File: src/logic/gpi_consts.svh
// Purpose: Offsets, field positions, sizes and fixed values of the GPI block
// Assumes: APB byte addresses, 32-bit data
// Notes:   Definitions only
`ifndef GPI_CONSTS_SVH
`define GPI_CONSTS_SVH

`define GPI_CTRL_OFS      12'h000
`define GPI_STATUS_OFS    12'h004
`define GPI_DELAY_OFS     12'h008
`define GPI_PIN_BASE      12'h100
`define GPI_PIN_LAST      12'h15C
`define GPI_SRC_BASE      12'h200
`define GPI_SRC_LAST      12'h27C
`define GPI_BANK_OUT_LSB  0
`define GPI_OVR_USER_BIT  3
`define GPI_OVR_ON_BIT    4
`define GPI_NEXT_GPO_BIT  5
`define GPI_SEL_BANK_LSB  6
`define GPI_PIN_DUR_LSB   8
`define GPI_SRC_PIN_LSB   8
`define GPI_AUX_SPECIAL   5'h1C
`define GPI_RECALL_BANK   4'h0
`define GPI_NUM_PINS      24
`define GPI_NUM_SRC       32

`endif

File: src/logic/gpi_pkg.sv
// Purpose: Types of the GPI trigger and pre-delay block
// Assumes: Nothing
// Notes:   Zero-valued members are the reset values
package gpi_pkg;

  typedef enum logic [1:0] {
    active_low_pulse,
    active_high_pulse,
    active_low_latch,
    active_high_latch
  } output_type_t;

  typedef enum logic [1:0] {
    cut_kind,
    dissolve_type,
    wipe_kind,
    dve_kind
  } trans_kind_t;

  typedef enum logic [1:0] {
    idle_st,
    lookup_st,
    count_st
  } seq_state_t;

  typedef struct packed {
    logic [2:0]        bank_out;
    logic              ovr_user;
    logic              ovr_on;
    logic              next_gpo;
    logic [1:0]        sel_bank;
    logic [23:0][1:0]  pin_type;
    logic [23:0][7:0]  pin_dur;
    logic [23:0]       trig;
    logic [23:0][7:0]  pulse_cnt;
    logic [2:0][23:0]  in_sync;
    logic [23:0]       in_q;
    logic [2:0]        frame_sync;
    logic              frame_q;
    seq_state_t        seq;
    logic [4:0]        src;
    logic              skip;
    logic [7:0]        delay;
    logic [7:0]        lamp;
    logic [23:0]       level;
    logic [23:0]       action;
    logic              air_go;
    logic              air_cut;
    logic              fader_follow;
  } gpi_state_t;

endpackage : gpi_pkg

File: src/logic/src_table.sv
// Purpose: Per-source table of output pin and pre-delay
// Assumes: One write port, two read ports with registered data
// Notes:   Contents undefined until written
`timescale 1ns/1ps
module src_table (
  input  wire logic        clk_sys,
  input  wire logic        wr_en,
  input  wire logic [4:0]  wr_addr,
  input  wire logic [12:0] wr_data,
  input  wire logic [4:0]  rd_addr_a,
  output logic      [12:0] rd_data_a,
  input  wire logic [4:0]  rd_addr_b,
  output logic      [12:0] rd_data_b
);
  logic [12:0] mem [0:31];

  always_ff @(posedge clk_sys)
  begin
    if (wr_en)
    begin
      mem[wr_addr] <= wr_data;
    end
    rd_data_a <= mem[rd_addr_a];
    rd_data_b <= mem[rd_addr_b];
  end
endmodule : src_table

File: src/logic/gpi_trigger.sv
// Purpose: GPI input triggers, output pulse/latch pins and transition pre-delay
// Assumes: APB slave, zero wait states; frame_ref is a reference frame pin
// Notes:   Pin n of the port is index n-1 of every 24-bit vector
`timescale 1ns/1ps
`include "gpi_consts.svh"
module gpi_trigger (
  input  wire logic        clk_sys,
  input  wire logic        rst_n,
  input  wire logic        psel,
  input  wire logic        penable,
  input  wire logic        pwrite,
  input  wire logic [11:0] paddr,
  input  wire logic [31:0] pwdata,
  output logic      [31:0] prdata,
  output logic             pready,
  output logic             pslverr,
  input  wire logic [23:0] gpi_in,
  output logic      [23:0] gpo_out,
  output logic      [23:0] gpo_oe,
  input  wire logic        frame_ref,
  input  wire logic        next_held,
  input  wire logic [7:0]  pattern_press,
  output logic      [7:0]  pattern_lamp,
  input  wire logic        take_req,
  input  wire logic [4:0]  take_src,
  input  wire logic [1:0]  take_kind,
  output logic             take_ready,
  input  wire logic        pgm_press,
  input  wire logic [4:0]  pgm_src,
  input  wire logic        fader_moved,
  output logic             air_go,
  output logic             air_cut,
  output logic             fader_follow,
  output logic      [23:0] action_pulse,
  output logic      [3:0]  recall_bank
);
  gpi_pkg::gpi_state_t st_reg;
  gpi_pkg::gpi_state_t st_next;
  logic [12:0] tab_a;
  logic [12:0] tab_b;
  logic        wr_acc;
  logic        rd_acc;
  logic        tab_hit;
  logic        pin_hit;
  logic        refuse;
  logic        tab_we;
  logic        frame_tick;
  logic [23:0] rise;

  function automatic logic in_range(input logic [11:0] a, input logic [11:0] lo,
                                    input logic [11:0] hi);
    in_range = (a >= lo) && (a <= hi);
  endfunction : in_range

  assign wr_acc  = psel && penable && pwrite;
  assign rd_acc  = psel && penable && !pwrite;
  assign tab_hit = in_range(paddr, `GPI_SRC_BASE, `GPI_SRC_LAST);
  assign pin_hit = in_range(paddr, `GPI_PIN_BASE, `GPI_PIN_LAST);
  assign refuse  = tab_hit && (paddr[6:2] >= `GPI_AUX_SPECIAL)
                   && (pwdata[12:8] != 5'h0_0);
  assign tab_we  = wr_acc && tab_hit && !refuse;
  assign pready  = 1'b1;
  assign pslverr = psel && penable && ((!tab_hit && !pin_hit
                   && paddr != `GPI_CTRL_OFS && paddr != `GPI_STATUS_OFS
                   && paddr != `GPI_DELAY_OFS) || (pwrite && refuse));

  src_table u_table (
    .clk_sys   (clk_sys),
    .wr_en     (tab_we),
    .wr_addr   (paddr[6:2]),
    .wr_data   (pwdata[12:0]),
    .rd_addr_a (paddr[6:2]),
    .rd_data_a (tab_a),
    .rd_addr_b (take_src),
    .rd_data_b (tab_b)
  );

  // Agreed level changes only when stages two and three match
  assign frame_tick = st_reg.frame_sync[1] && st_reg.frame_sync[2] && !st_reg.frame_q;
  assign rise = st_reg.in_sync[1] & st_reg.in_sync[2] & ~st_reg.in_q;

  always_comb
  begin
    logic [1:0]  bk;
    logic        man;
    logic        auto_f;
    logic [4:0]  auto_pin;
    logic        wr_pin;
    bk       = 2'h0;
    man      = 1'b0;
    auto_f   = 1'b0;
    auto_pin = 5'h0_0;
    wr_pin   = 1'b0;
    st_next  = st_reg;
    st_next.air_go       = 1'b0;
    st_next.air_cut      = 1'b0;
    st_next.fader_follow = 1'b0;
    st_next.in_sync[0]    = gpi_in;
    st_next.in_sync[1]    = st_reg.in_sync[0];
    st_next.in_sync[2]    = st_reg.in_sync[1];
    st_next.frame_sync[0] = frame_ref;
    st_next.frame_sync[1] = st_reg.frame_sync[0];
    st_next.frame_sync[2] = st_reg.frame_sync[1];
    if (st_reg.frame_sync[1] == st_reg.frame_sync[2])
    begin
      st_next.frame_q = st_reg.frame_sync[2];
    end
    for (int p = 0; p < `GPI_NUM_PINS; p++)
    begin
      if (st_reg.in_sync[1][p] == st_reg.in_sync[2][p])
      begin
        st_next.in_q[p] = st_reg.in_sync[2][p];
      end
    end
    // Fixed pin-to-action map: action bit n is input pin n+1
    for (int b = 0; b < 3; b++)
    begin
      st_next.action[b*8 +: 8] = st_reg.bank_out[b] ? 8'h00 : rise[b*8 +: 8];
    end
    if (wr_acc && paddr == `GPI_CTRL_OFS)
    begin
      st_next.bank_out = pwdata[`GPI_BANK_OUT_LSB +: 3];
      st_next.ovr_user = pwdata[`GPI_OVR_USER_BIT];
      st_next.ovr_on   = pwdata[`GPI_OVR_ON_BIT];
      st_next.next_gpo = pwdata[`GPI_NEXT_GPO_BIT];
      st_next.sel_bank = pwdata[`GPI_SEL_BANK_LSB +: 2];
    end
    // Pre-delay sequencer
    unique case (st_reg.seq)
      gpi_pkg::idle_st:
      begin
        if (take_req)
        begin
          st_next.src  = take_src;
          st_next.skip = st_reg.ovr_user && !st_reg.ovr_on
                         && (take_kind != gpi_pkg::cut_kind);
          st_next.seq  = gpi_pkg::lookup_st;
        end
      end
      gpi_pkg::lookup_st:
      begin
        if (tab_b[12:8] == 5'h0_0 || tab_b[12:8] > 5'h18 || st_reg.skip)
        begin
          st_next.air_go = 1'b1;
          st_next.seq    = gpi_pkg::idle_st;
        end
        else
        begin
          auto_f   = 1'b1;
          auto_pin = tab_b[12:8];
          if (tab_b[7:0] == 8'h00)
          begin
            st_next.air_go = 1'b1;
            st_next.seq    = gpi_pkg::idle_st;
          end
          else
          begin
            st_next.delay = tab_b[7:0];
            st_next.seq   = gpi_pkg::count_st;
          end
        end
      end
      gpi_pkg::count_st:
      begin
        if (pgm_press && pgm_src == st_reg.src)
        begin
          st_next.air_cut = 1'b1;
          st_next.delay   = 8'h00;
          st_next.seq     = gpi_pkg::idle_st;
        end
        else if (fader_moved)
        begin
          st_next.fader_follow = 1'b1;
          st_next.delay        = 8'h00;
          st_next.seq          = gpi_pkg::idle_st;
        end
        else if (frame_tick)
        begin
          st_next.delay = st_reg.delay - 8'h01;
          if (st_reg.delay == 8'h01)
          begin
            st_next.air_go = 1'b1;
            st_next.seq    = gpi_pkg::idle_st;
          end
        end
      end
      default:
      begin
        st_next.seq = gpi_pkg::idle_st;
      end
    endcase

    // Output pins
    for (int p = 0; p < `GPI_NUM_PINS; p++)
    begin
      bk     = 2'(p / 8);
      man    = next_held && st_reg.next_gpo && st_reg.sel_bank == bk
               && st_reg.bank_out[bk] && pattern_press[p % 8];
      wr_pin = wr_acc && pin_hit && paddr[6:2] == 5'(p);
      if (!st_reg.pin_type[p][1])
      begin
        if (man || (auto_f && auto_pin == 5'(p + 1) && st_reg.bank_out[bk]))
        begin
          st_next.trig[p]      = 1'b1;
          st_next.pulse_cnt[p] = st_reg.pin_dur[p];
        end
        else if (frame_tick && st_reg.trig[p])
        begin
          st_next.pulse_cnt[p] = st_reg.pulse_cnt[p] - 8'h01;
          if (st_reg.pulse_cnt[p] <= 8'h01)
          begin
            st_next.trig[p] = 1'b0;
          end
        end
      end
      else if (man)
      begin
        st_next.trig[p] = !st_reg.trig[p];
      end
      else if (auto_f && auto_pin == 5'(p + 1) && st_reg.bank_out[bk])
      begin
        st_next.trig[p] = 1'b1;
      end
      if (wr_pin)
      begin
        st_next.pin_type[p]  = pwdata[1:0];
        st_next.pin_dur[p]   = pwdata[`GPI_PIN_DUR_LSB +: 8];
        st_next.trig[p]      = 1'b0;
        st_next.pulse_cnt[p] = 8'h00;
      end
      if (!st_next.bank_out[bk])
      begin
        st_next.trig[p]      = 1'b0;
        st_next.pulse_cnt[p] = 8'h00;
      end
      // Low-base types idle high, high-base types idle low
      st_next.level[p] = st_next.bank_out[bk]
                         && (!st_next.pin_type[p][0] ^ st_next.trig[p]);
    end
    st_next.lamp = (next_held && st_reg.sel_bank != 2'h3)
                   ? st_reg.trig[st_reg.sel_bank*8 +: 8] : 8'h00;
  end

  always_ff @(posedge clk_sys or negedge rst_n)
  begin
    if (!rst_n)
    begin
      st_reg <= '0;
    end
    else
    begin
      st_reg <= st_next;
    end
  end

  always_comb
  begin
    prdata = 32'h0000_0000;
    if (rd_acc)
    begin
      if (paddr == `GPI_CTRL_OFS)
      begin
        prdata[7:0] = {st_reg.sel_bank, st_reg.next_gpo, st_reg.ovr_on,
                       st_reg.ovr_user, st_reg.bank_out};
      end
      else if (paddr == `GPI_STATUS_OFS)
      begin
        prdata = {6'h00, st_reg.seq, st_reg.trig};
      end
      else if (paddr == `GPI_DELAY_OFS)
      begin
        prdata[12:0] = {st_reg.src, st_reg.delay};
      end
      else if (pin_hit)
      begin
        prdata[15:0] = {st_reg.pin_dur[paddr[6:2]], 6'h00, st_reg.pin_type[paddr[6:2]]};
      end
      else if (tab_hit)
      begin
        prdata[12:0] = tab_a;
      end
    end
  end

  assign gpo_out      = st_reg.level;
  assign gpo_oe       = {{8{st_reg.bank_out[2]}}, {8{st_reg.bank_out[1]}},
                         {8{st_reg.bank_out[0]}}};
  assign pattern_lamp = st_reg.lamp;
  assign take_ready   = st_reg.seq == gpi_pkg::idle_st;
  assign air_go       = st_reg.air_go;
  assign air_cut      = st_reg.air_cut;
  assign fader_follow = st_reg.fader_follow;
  assign action_pulse = st_reg.action;
  assign recall_bank  = `GPI_RECALL_BANK;

  a_input_edge: assert property (@(posedge clk_sys) disable iff (!rst_n)
    action_pulse[0] |=> !action_pulse[0])
    else $error("input action lasted more than one cycle");
  a_input_bank: assert property (@(posedge clk_sys) disable iff (!rst_n)
    st_reg.bank_out[0] |=> action_pulse[7:0] == 8'h00)
    else $error("action from an output bank");
  a_skip_air: assert property (@(posedge clk_sys) disable iff (!rst_n)
    (st_reg.seq == gpi_pkg::lookup_st && st_reg.skip) |=> air_go && gpo_out == $past(gpo_out))
    else $error("override off did not go straight to air");
  a_count_hold: assert property (@(posedge clk_sys) disable iff (!rst_n)
    (st_reg.seq == gpi_pkg::count_st && st_reg.delay > 8'h01) |=> !air_go)
    else $error("air before pre-delay ended");
  a_count_end: assert property (@(posedge clk_sys) disable iff (!rst_n)
    (st_reg.seq == gpi_pkg::count_st && st_reg.delay == 8'h01 && frame_tick
     && !pgm_press && !fader_moved) |=> air_go && take_ready)
    else $error("pre-delay end did not put source on air");
  a_pgm_abort: assert property (@(posedge clk_sys) disable iff (!rst_n)
    (st_reg.seq == gpi_pkg::count_st && pgm_press && pgm_src == st_reg.src)
    |=> air_cut && !air_go ##1 !air_cut)
    else $error("program press did not cut");
  a_fader_abort: assert property (@(posedge clk_sys) disable iff (!rst_n)
    (st_reg.seq == gpi_pkg::count_st && fader_moved && !(pgm_press && pgm_src == st_reg.src))
    |=> fader_follow && take_ready)
    else $error("fader move did not cancel countdown");
  a_pulse_end: assert property (@(posedge clk_sys) disable iff (!rst_n)
    (st_reg.trig[0] && !st_reg.pin_type[0][1] && st_reg.pulse_cnt[0] == 8'h01 && frame_tick
     && !pattern_press[0] && st_reg.seq != gpi_pkg::lookup_st) |=> !st_reg.trig[0])
    else $error("pulse outlived its duration");
  a_latch_toggle: assert property (@(posedge clk_sys) disable iff (!rst_n)
    (st_reg.pin_type[0] == gpi_pkg::active_high_latch && st_reg.bank_out[0] && next_held
     && st_reg.next_gpo && st_reg.sel_bank == 2'h0 && pattern_press[0]
     && !(wr_acc && pin_hit)) |=> st_reg.trig[0] != $past(st_reg.trig[0]))
    else $error("latch did not toggle");
  a_input_low: assert property (@(posedge clk_sys) disable iff (!rst_n)
    !st_reg.bank_out[1] |-> gpo_out[15:8] == 8'h00 && st_reg.trig[15:8] == 8'h00)
    else $error("input bank pin not low");
  a_lamp_show: assert property (@(posedge clk_sys) disable iff (!rst_n)
    (next_held && st_reg.sel_bank == 2'h2) |=> pattern_lamp == $past(st_reg.trig[23:16]))
    else $error("lamps do not show bank state");
  a_aux_refuse: assert property (@(posedge clk_sys) disable iff (!rst_n)
    (wr_acc && refuse) |-> pslverr && !tab_we)
    else $error("aux special association accepted");

  c_countdown: cover property (@(posedge clk_sys) disable iff (!rst_n)
    st_reg.seq == gpi_pkg::count_st ##1 air_go);
  c_pgm_cut: cover property (@(posedge clk_sys) disable iff (!rst_n) air_cut);
  c_fader: cover property (@(posedge clk_sys) disable iff (!rst_n) fader_follow);
  c_recall: cover property (@(posedge clk_sys) disable iff (!rst_n) action_pulse[23]);
endmodule : gpi_trigger

File: config.mk
export PLATFORM = sky130hd
export DESIGN_NAME = gpi_trigger
export DESIGN_NICKNAME = d
export VERILOG_FILES = /design/src/logic/gpi_pkg.sv /design/src/logic/src_table.sv /design/src/logic/gpi_trigger.sv
export VERILOG_INCLUDE_DIRS = /design/src /design/src/logic
export SDC_FILE = /design/constraint.sdc
export NUM_CORES = 2
export LEC_CHECK = 0
export ABC_AREA = 1
export BUFFER_PORTS_ARGS = -buffer_cell sky130_fd_sc_hd__buf_2
export CAP_MARGIN = 25
export CORE_ASPECT_RATIO = 0.7
export CORE_MARGIN = 4
export CORE_UTILIZATION = 45
export CTS_BUF_LIST = sky130_fd_sc_hd__clkbuf_16
export CTS_CLUSTER_DIAMETER = 40
export DETAILED_ROUTE_END_ITERATION = 10
export PLACE_DENSITY = 0.72
export SLEW_MARGIN = 20
export SYNTH_ARGS = -nofsm -noshare
export SYNTH_HDL_FRONTEND = slang
export SYNTH_SLANG_ARGS = --single-unit
File: constraint.sdc
create_clock -name clk_sys -period 3.7 [get_ports clk_sys]
set_input_delay 0.185 -clock clk_sys [delete_from_list [all_inputs] [get_ports clk_sys]]
set_output_delay 0.185 -clock clk_sys [all_outputs]
set_load 0.02 [all_outputs]
; ---- Word level (Yosys, flattened, before mapping)
; Memory sizes are Yosys's and may differ from the RTL's. A register that Yosys moved wholly into a read port is not among the register bits.
; Cells that the tools add are included.
[totals]
reg_bits = 639
latchBits = 0
ramBits = 416
mem_bits_ro = 0
in_bits = 98
output_inout_bits = 122
elab_cells = 1040
n_memories = 1
[classes]
n_addsub = 25
n_mul = 0
div = 0
order_cmp = 31
n_eq_ne = 136
n_shift = 1
mux = 386
bitwise = 27
reduce_logical = 292
[mem_list]
columns = memory, depth, width, read_ports, rd_ports_with_merged_regs, wr, line_no
row1 = u_table.mem, 32, 13, 2, 2, 1, src_table.sv:15  ; logic [12:0] mem [0:31];
[ops]
columns = operator, count
row1 = 2-to-1 mux 8 bit, 133
row2 = 2-to-1 mux 1 bit, 229
row3 = subtractor 8 x 1 -> 8 bit (second input constant), 25
row4 = <= comparator 8 x 1 -> 1 bit (second input constant), 24
row5 = logical AND 1 bit, 174
row6 = inequality test 4 x 1 -> 1 bit (second input constant), 24
row7 = equality test 5 bit (second input constant), 17
row8 = equality test 5 x 4 -> 1 bit (second input constant), 16
row9 = inequality test 3 x 2 -> 1 bit (second input constant), 24
row10 = zero test 1 bit, 54
row11 = AND reduction 2 bit, 25
row12 = AND 24 bit, 2
row13 = binary-select mux 8 bit (select 5 bit), 1
row14 = equality test 5 x 3 -> 1 bit (second input constant), 8
row15 = 2-to-1 mux 13 bit, 3
row16 = 2-to-1 mux 32 bit, 1
row17 = logical OR 1 bit, 27
row18 = equality test 1 bit, 25
row19 = 2-to-1 mux 24 bit, 1
row20 = NOT 24 bit, 1
row21 = variable part select 24 x 6 -> 8 bit, 1
row22 = bitwise XOR 1 bit, 24
row23 = equality test 5 x 2 -> 1 bit (second input constant), 4
row24 = 2-to-1 mux 16 bit, 1
row25 = 35 further kinds, 54

; ---- Longest topological paths before layout
[logic_depth]
word_depth = 15
mapped_depth = 16
ltp_nobuf = 15

; ---- Cells and area by module
; From an unflattened synthesis, not the netlist that was laid out.
[hier_totals]
hier_cells = 6999
hier_area_um2 = 56591.8
[by_module_without_submodules]
columns = mod, instances, cells_each, area_per_inst_um2, seq_area_each_um2
row1 = gpi_trigger, 1, 4532, 34986.1, 15990.3
row2 = src_table, 1, 2467, 21605.7, 13012.5

; ---- Least setup slack after synthesis
; OpenSTA, ideal clock, no wires.
[synth_timing]
kind = input port to flip-flop
startpoint = input port paddr[6]
endpoint = memory u_table.mem[6][0], enable pin
setup_time_ps = 417
arrival_ps = 2790
required_time_ps = 3283
slack_ps = 493
cell_stages = 10
path_buffers = 3
path_cell_list = buf_2 -> inv_1 -> buf_4 -> nor2_1 -> inv_1 -> nor3_1 -> nor2_1 -> nand3_1 -> clkbuf_1 -> nor4_1
[synth_between]
elab_chain_cells = 8
word_cells_on_any_way = 11
cone_classes = 3 x order compare / 2 x mux / 6 x reduce/logical
[synth_lines]
columns = item, line_no
row1 = start: declaration, gpi_trigger.sv:12  ; input wire logic [11:0] paddr,
row2 = greater-or-equal comparator 12 x 10 -> 1 bit or <= comparator 12 x 10 -> 1 bit (tied branches), gpi_trigger.sv:52  ; in_range = (a >= lo) && (a <= hi);
row3 = logical AND 1 bit, gpi_trigger.sv:52
row4 = logical AND 1 bit (2 in series), gpi_trigger.sv:59  ; assign refuse = tab_hit && (paddr[6:2] >= `GPI_AUX_SPECIAL)
row5 = zero test 1 bit, gpi_trigger.sv:61  ; assign tab_we = wr_acc && tab_hit && !refuse;
row6 = logical AND 1 bit, gpi_trigger.sv:61
row7 = 2-to-1 mux 1 bit, src_table.sv:19  ; if (wr_en)
row8 = 2-to-1 mux 1 bit (implied by the code), src_table.sv:21  ; mem[wr_addr] <= wr_data;
row9 = end: declaration, src_table.sv:15
; Several ways; a longest one is shown, not always the timed one.

; ---- Final worst setup path
[layout_timing]
startpoint = register st_reg[74] in the netlist's numbering
endpoint = register st_reg[199] in the netlist's numbering
[layout_between]
elab_chain_cells = 10
word_cells_on_any_way = 13
cone_classes = 3 x eq/ne / 6 x mux / 4 x reduce/logical
[layout_lines]
columns = item, line_no
row1 = start: declaration, gpi_trigger.sv:37  ; gpi_pkg::gpi_state_t st_reg;
row2 = start signal: assignment, gpi_trigger.sv:252  ; st_reg <= st_next;
row3 = equality test 2 x 1 -> 1 bit *, gpi_trigger.sv:129  ; unique case (st_reg.seq)
row4 = 2-to-1 mux 5 bit, gpi_trigger.sv:129
row5 = equality test 5 x 3 -> 1 bit, gpi_trigger.sv:202  ; if (man || (auto_f && auto_pin == 5'(p + 1) && st_reg.bank_out[bk]))
row6 = logical AND 1 bit * (2 in series), gpi_trigger.sv:202
row7 = logical OR 1 bit *, gpi_trigger.sv:202
row8 = 2-to-1 mux 8 bit, gpi_trigger.sv:202
row9 = 2-to-1 mux 8 bit, gpi_trigger.sv:200  ; if (!st_reg.pin_type[p][1])
row10 = 2-to-1 mux 8 bit, gpi_trigger.sv:224  ; if (wr_pin)
row11 = 2-to-1 mux 8 bit, gpi_trigger.sv:231  ; if (!st_next.bank_out[bk])
; Every way passes the cells marked *; elsewhere a longest branch is shown, timed or not. The select of a mux whose other input is x is not followed.
; A chain may end at the register's enable or synchronous reset.

==> run summary <==
status - finished, final reports clean
Placeable Area - 119000 µm²
Synth-to-Final Area Change - 14.6%
synth cell count leaders - nand2_1, o21ai_0, nor2_1, dfrtp_1, nand3_1
total power - 35100 µW
crit path DAT - 4.00 ns
Worst slew margin - 0.240
Post-Layout Inst Area - 62100 µm²
final hold vios - 0
initial antenna violation count - 8
Worst Tran Pin Value - 1.14 ns
critical setup path kind - flip-flop to flip-flop
Syn Inst Count - 6162
Buffers on Ports - 192
FF-to-FF setup slack - 0.37 ns
fraction of layout cells with a size suffix above 1 - 0.112
Ports - 220
Power per Cell Area - 565 nW/µm²
Mean Syn Cell Area - 8.80 µm²
Synth warnings - 0
clk buf depth - 3
vias per cell - 6.04
Post-route DRC - 0
Wirelength per Cell - 24.6 µm
post-synthesis async set-or-reset flop share - 0.591
max-slew violations - 0
Die ar. - 126000 µm²
hpwl dp - 135000 µm
dominant cell type by area after synthesis - dfrtp_1
crit share post-route - 0.900
Routed WL - 199000 µm
crit start category - flip-flop
top post-synthesis cells by area - dfrtp_1, edfxtp_1, nand2_1, o21ai_0, nor2_1
Critical Path RT - 4.38 ns
Root Buffer - clkbuf_16
most used routing layer - met1
CP Capture Type - flip-flop
GRT met2 Usage - 0.412
CP max FO - 13
EDFF count, synth - 416
Seq/Total Area, Yosys - 0.535
Synth Register Bits - 1081
clk sinks - 1081
min Tclk post-route - 3.33 ns
Clk Latency, worst-skew pair - 0.79 ns
DP Cell Count - 7782
maxcap violations - 0
Die Wd - 423 µm
Worst Reg-to-Reg Cells - 12
fin cells - 8070
worst r2r dst - st_reg[199]$_DFFE_PN0P_
met1 Use GR - 0.438
Worst Setup Slack, final - 0.371 ns
Net count, final - 6516
Initial Utilization - 0.454
number of global-route vias before repair - 45100
total global routing overflow - 0
post-synth top area share - 0.295
routability cong. - 0.992
leakage - 0.0275 µW
placed cell area - 57100 µm²
post_cts resized - 0
setup TNS - 0 ns
top-count cell post-synth - nand2_1
Top FF cell, synth - dfrtp_1
Synth Cell Area - 54200 µm²
H-tree depth - 4
f_max - 300 MHz
Synth cell types - 60
first-pass GRT wire length - 291000 µm
Finish-stage setup viols - 0
row cnt - 106
Die Ht - 298 µm
RSZ-0062 raised after global routing - no
# fillers - 10800
vias - 48700
max FFs per register - 527
GRT Util Overall - 0.306
met3 usage - 0.111
Initial DRC Count - 7914
TritonCTS clock tree - done
CTS Buf Count - 133
Worst-path clk slew - 0.06 ns
Reg-to-Reg Start - st_reg[74]$_DFFE_PN0P_
post-route ant nets - 0
First-pass DRT Iterations - 8
dpl ws - 0.533 ns
HP Class - input pin to async pin
pin count of the biggest net entering global routing - 105
VDD IR max - 427 µV
Clock Skew - 0.0482 ns
[through the flow]
stage                     hold slack [ns]  utilization
after floorplan                    -0.111            -
after global placement              0.239        0.478
after detailed placement            0.250        0.478
after CTS                         0.00564        0.520
after global routing               0.0412        0.520
final                              0.0324        0.520
[power by group]
part | internal, µW | switching (µW) | leakage (µW)
registers | 13400 | 1050 | 0.0117
clock network | 7920 | 5700 | 0.00226
logic | 2530 | 4450 | 0.0135
total | 23900 | 11200 | 0.0275
[layout by cell type (no fill, tap or decap), drive strengths merged, types with 7 or more instances in the layout]
cell | Yosys | final
o21a | 7 | 7
o211ai | 7 | 7
nand4 | 37 | 37
a22oi | 236 | 236
nand3 | 457 | 457
o31ai | 9 | 9
inv | 443 | 484
a21oi | 139 | 139
dlygate4sd3 | 0 | 43
o22ai | 102 | 102
or2 | 14 | 14
a32oi | 11 | 11
ha | 78 | 78
mux2 | 24 | 24
a31oi | 17 | 17
nor2 | 666 | 666
o21ai | 728 | 728
nor3 | 114 | 114
nor4 | 10 | 10
clkinv | 9 | 51
buf | 157 | 389
edfxtp | 416 | 416
xnor2 | 59 | 59
dfxtp | 26 | 26
bufinv | 0 | 16
conb | 2 | 11
nand2 | 1294 | 1294
o221ai | 72 | 72
o2111ai | 22 | 22
xor2 | 83 | 83
clkbuf | 241 | 134
dfrtp | 639 | 639
clkinvlp | 0 | 9
[how the worst max path moves through the flow]
stage,to,startpoint,slack [ns],depth (start not counted)
floorplan,u_table.mem[6][0]$_DFFE_PP_,paddr[6],0.49,10
global placement,st_reg[242]$_DFFE_PN0P_,paddr[3],0.61,12
detailed placement,st_reg[298]$_DFFE_PN0P_,penable,0.53,11
CTS,prdata[12],paddr[8],0.54,11
global route,st_reg[200]$_DFFE_PN0P_,st_reg[74]$_DFFE_PN0P_,0.24,12
finish,st_reg[199]$_DFFE_PN0P_,st_reg[74]$_DFFE_PN0P_,0.37,12
[cell families after synthesis]
logic type,count (synthesis),synth area share
multiplexers,24,0.00499
other,2,0.000139
AO/OA/AOI/OAI,1377,0.151
buffers and inverters,850,0.0670
flip-flops,1081,0.535
XOR/XNOR,142,0.0229
adder cells (fa/ha/maj),78,0.0180
AND/OR/NAND/NOR,2608,0.201
[cell type report]
class	count	area, µm²	area share
sequential	1081	29000	0.467
multi-input combinational	4240	21700	0.349
clock buffer	134	3350	0.0540
timing repair buffer	432	3120	0.0503
tap	1620	2030	0.0326
inverter	452	1710	0.0275
clock inverter	108	1230	0.0197
antenna	3	7.51	0.000121
[repair_timing]
item	CTS	global route
endpoints found under the hold margin	338	0
buffers inserted	0	0
hold buffers	43	0
[worst max-delay path, stage by stage, from the launching register on]
cell     delay, ns
dfrtp_1       0.39
inv_1         0.17
ha_1          0.34
inv_1         0.23
nor2_1        0.15
nand2_1       0.12
nor2_1        0.47
nand2_1       0.25
nand2_1       0.28
inv_1         0.24
o21ai_0       0.13
nand3_1       0.23
o21ai_0       0.24
[layer usage]
layer	up-vias	routed length, µm
li1	21400	-
met1	23400	80300
met2	3328	78800
met3	559	29400
met4	4	10100
met5	-	32
Power figures use the tool's default switching activity.
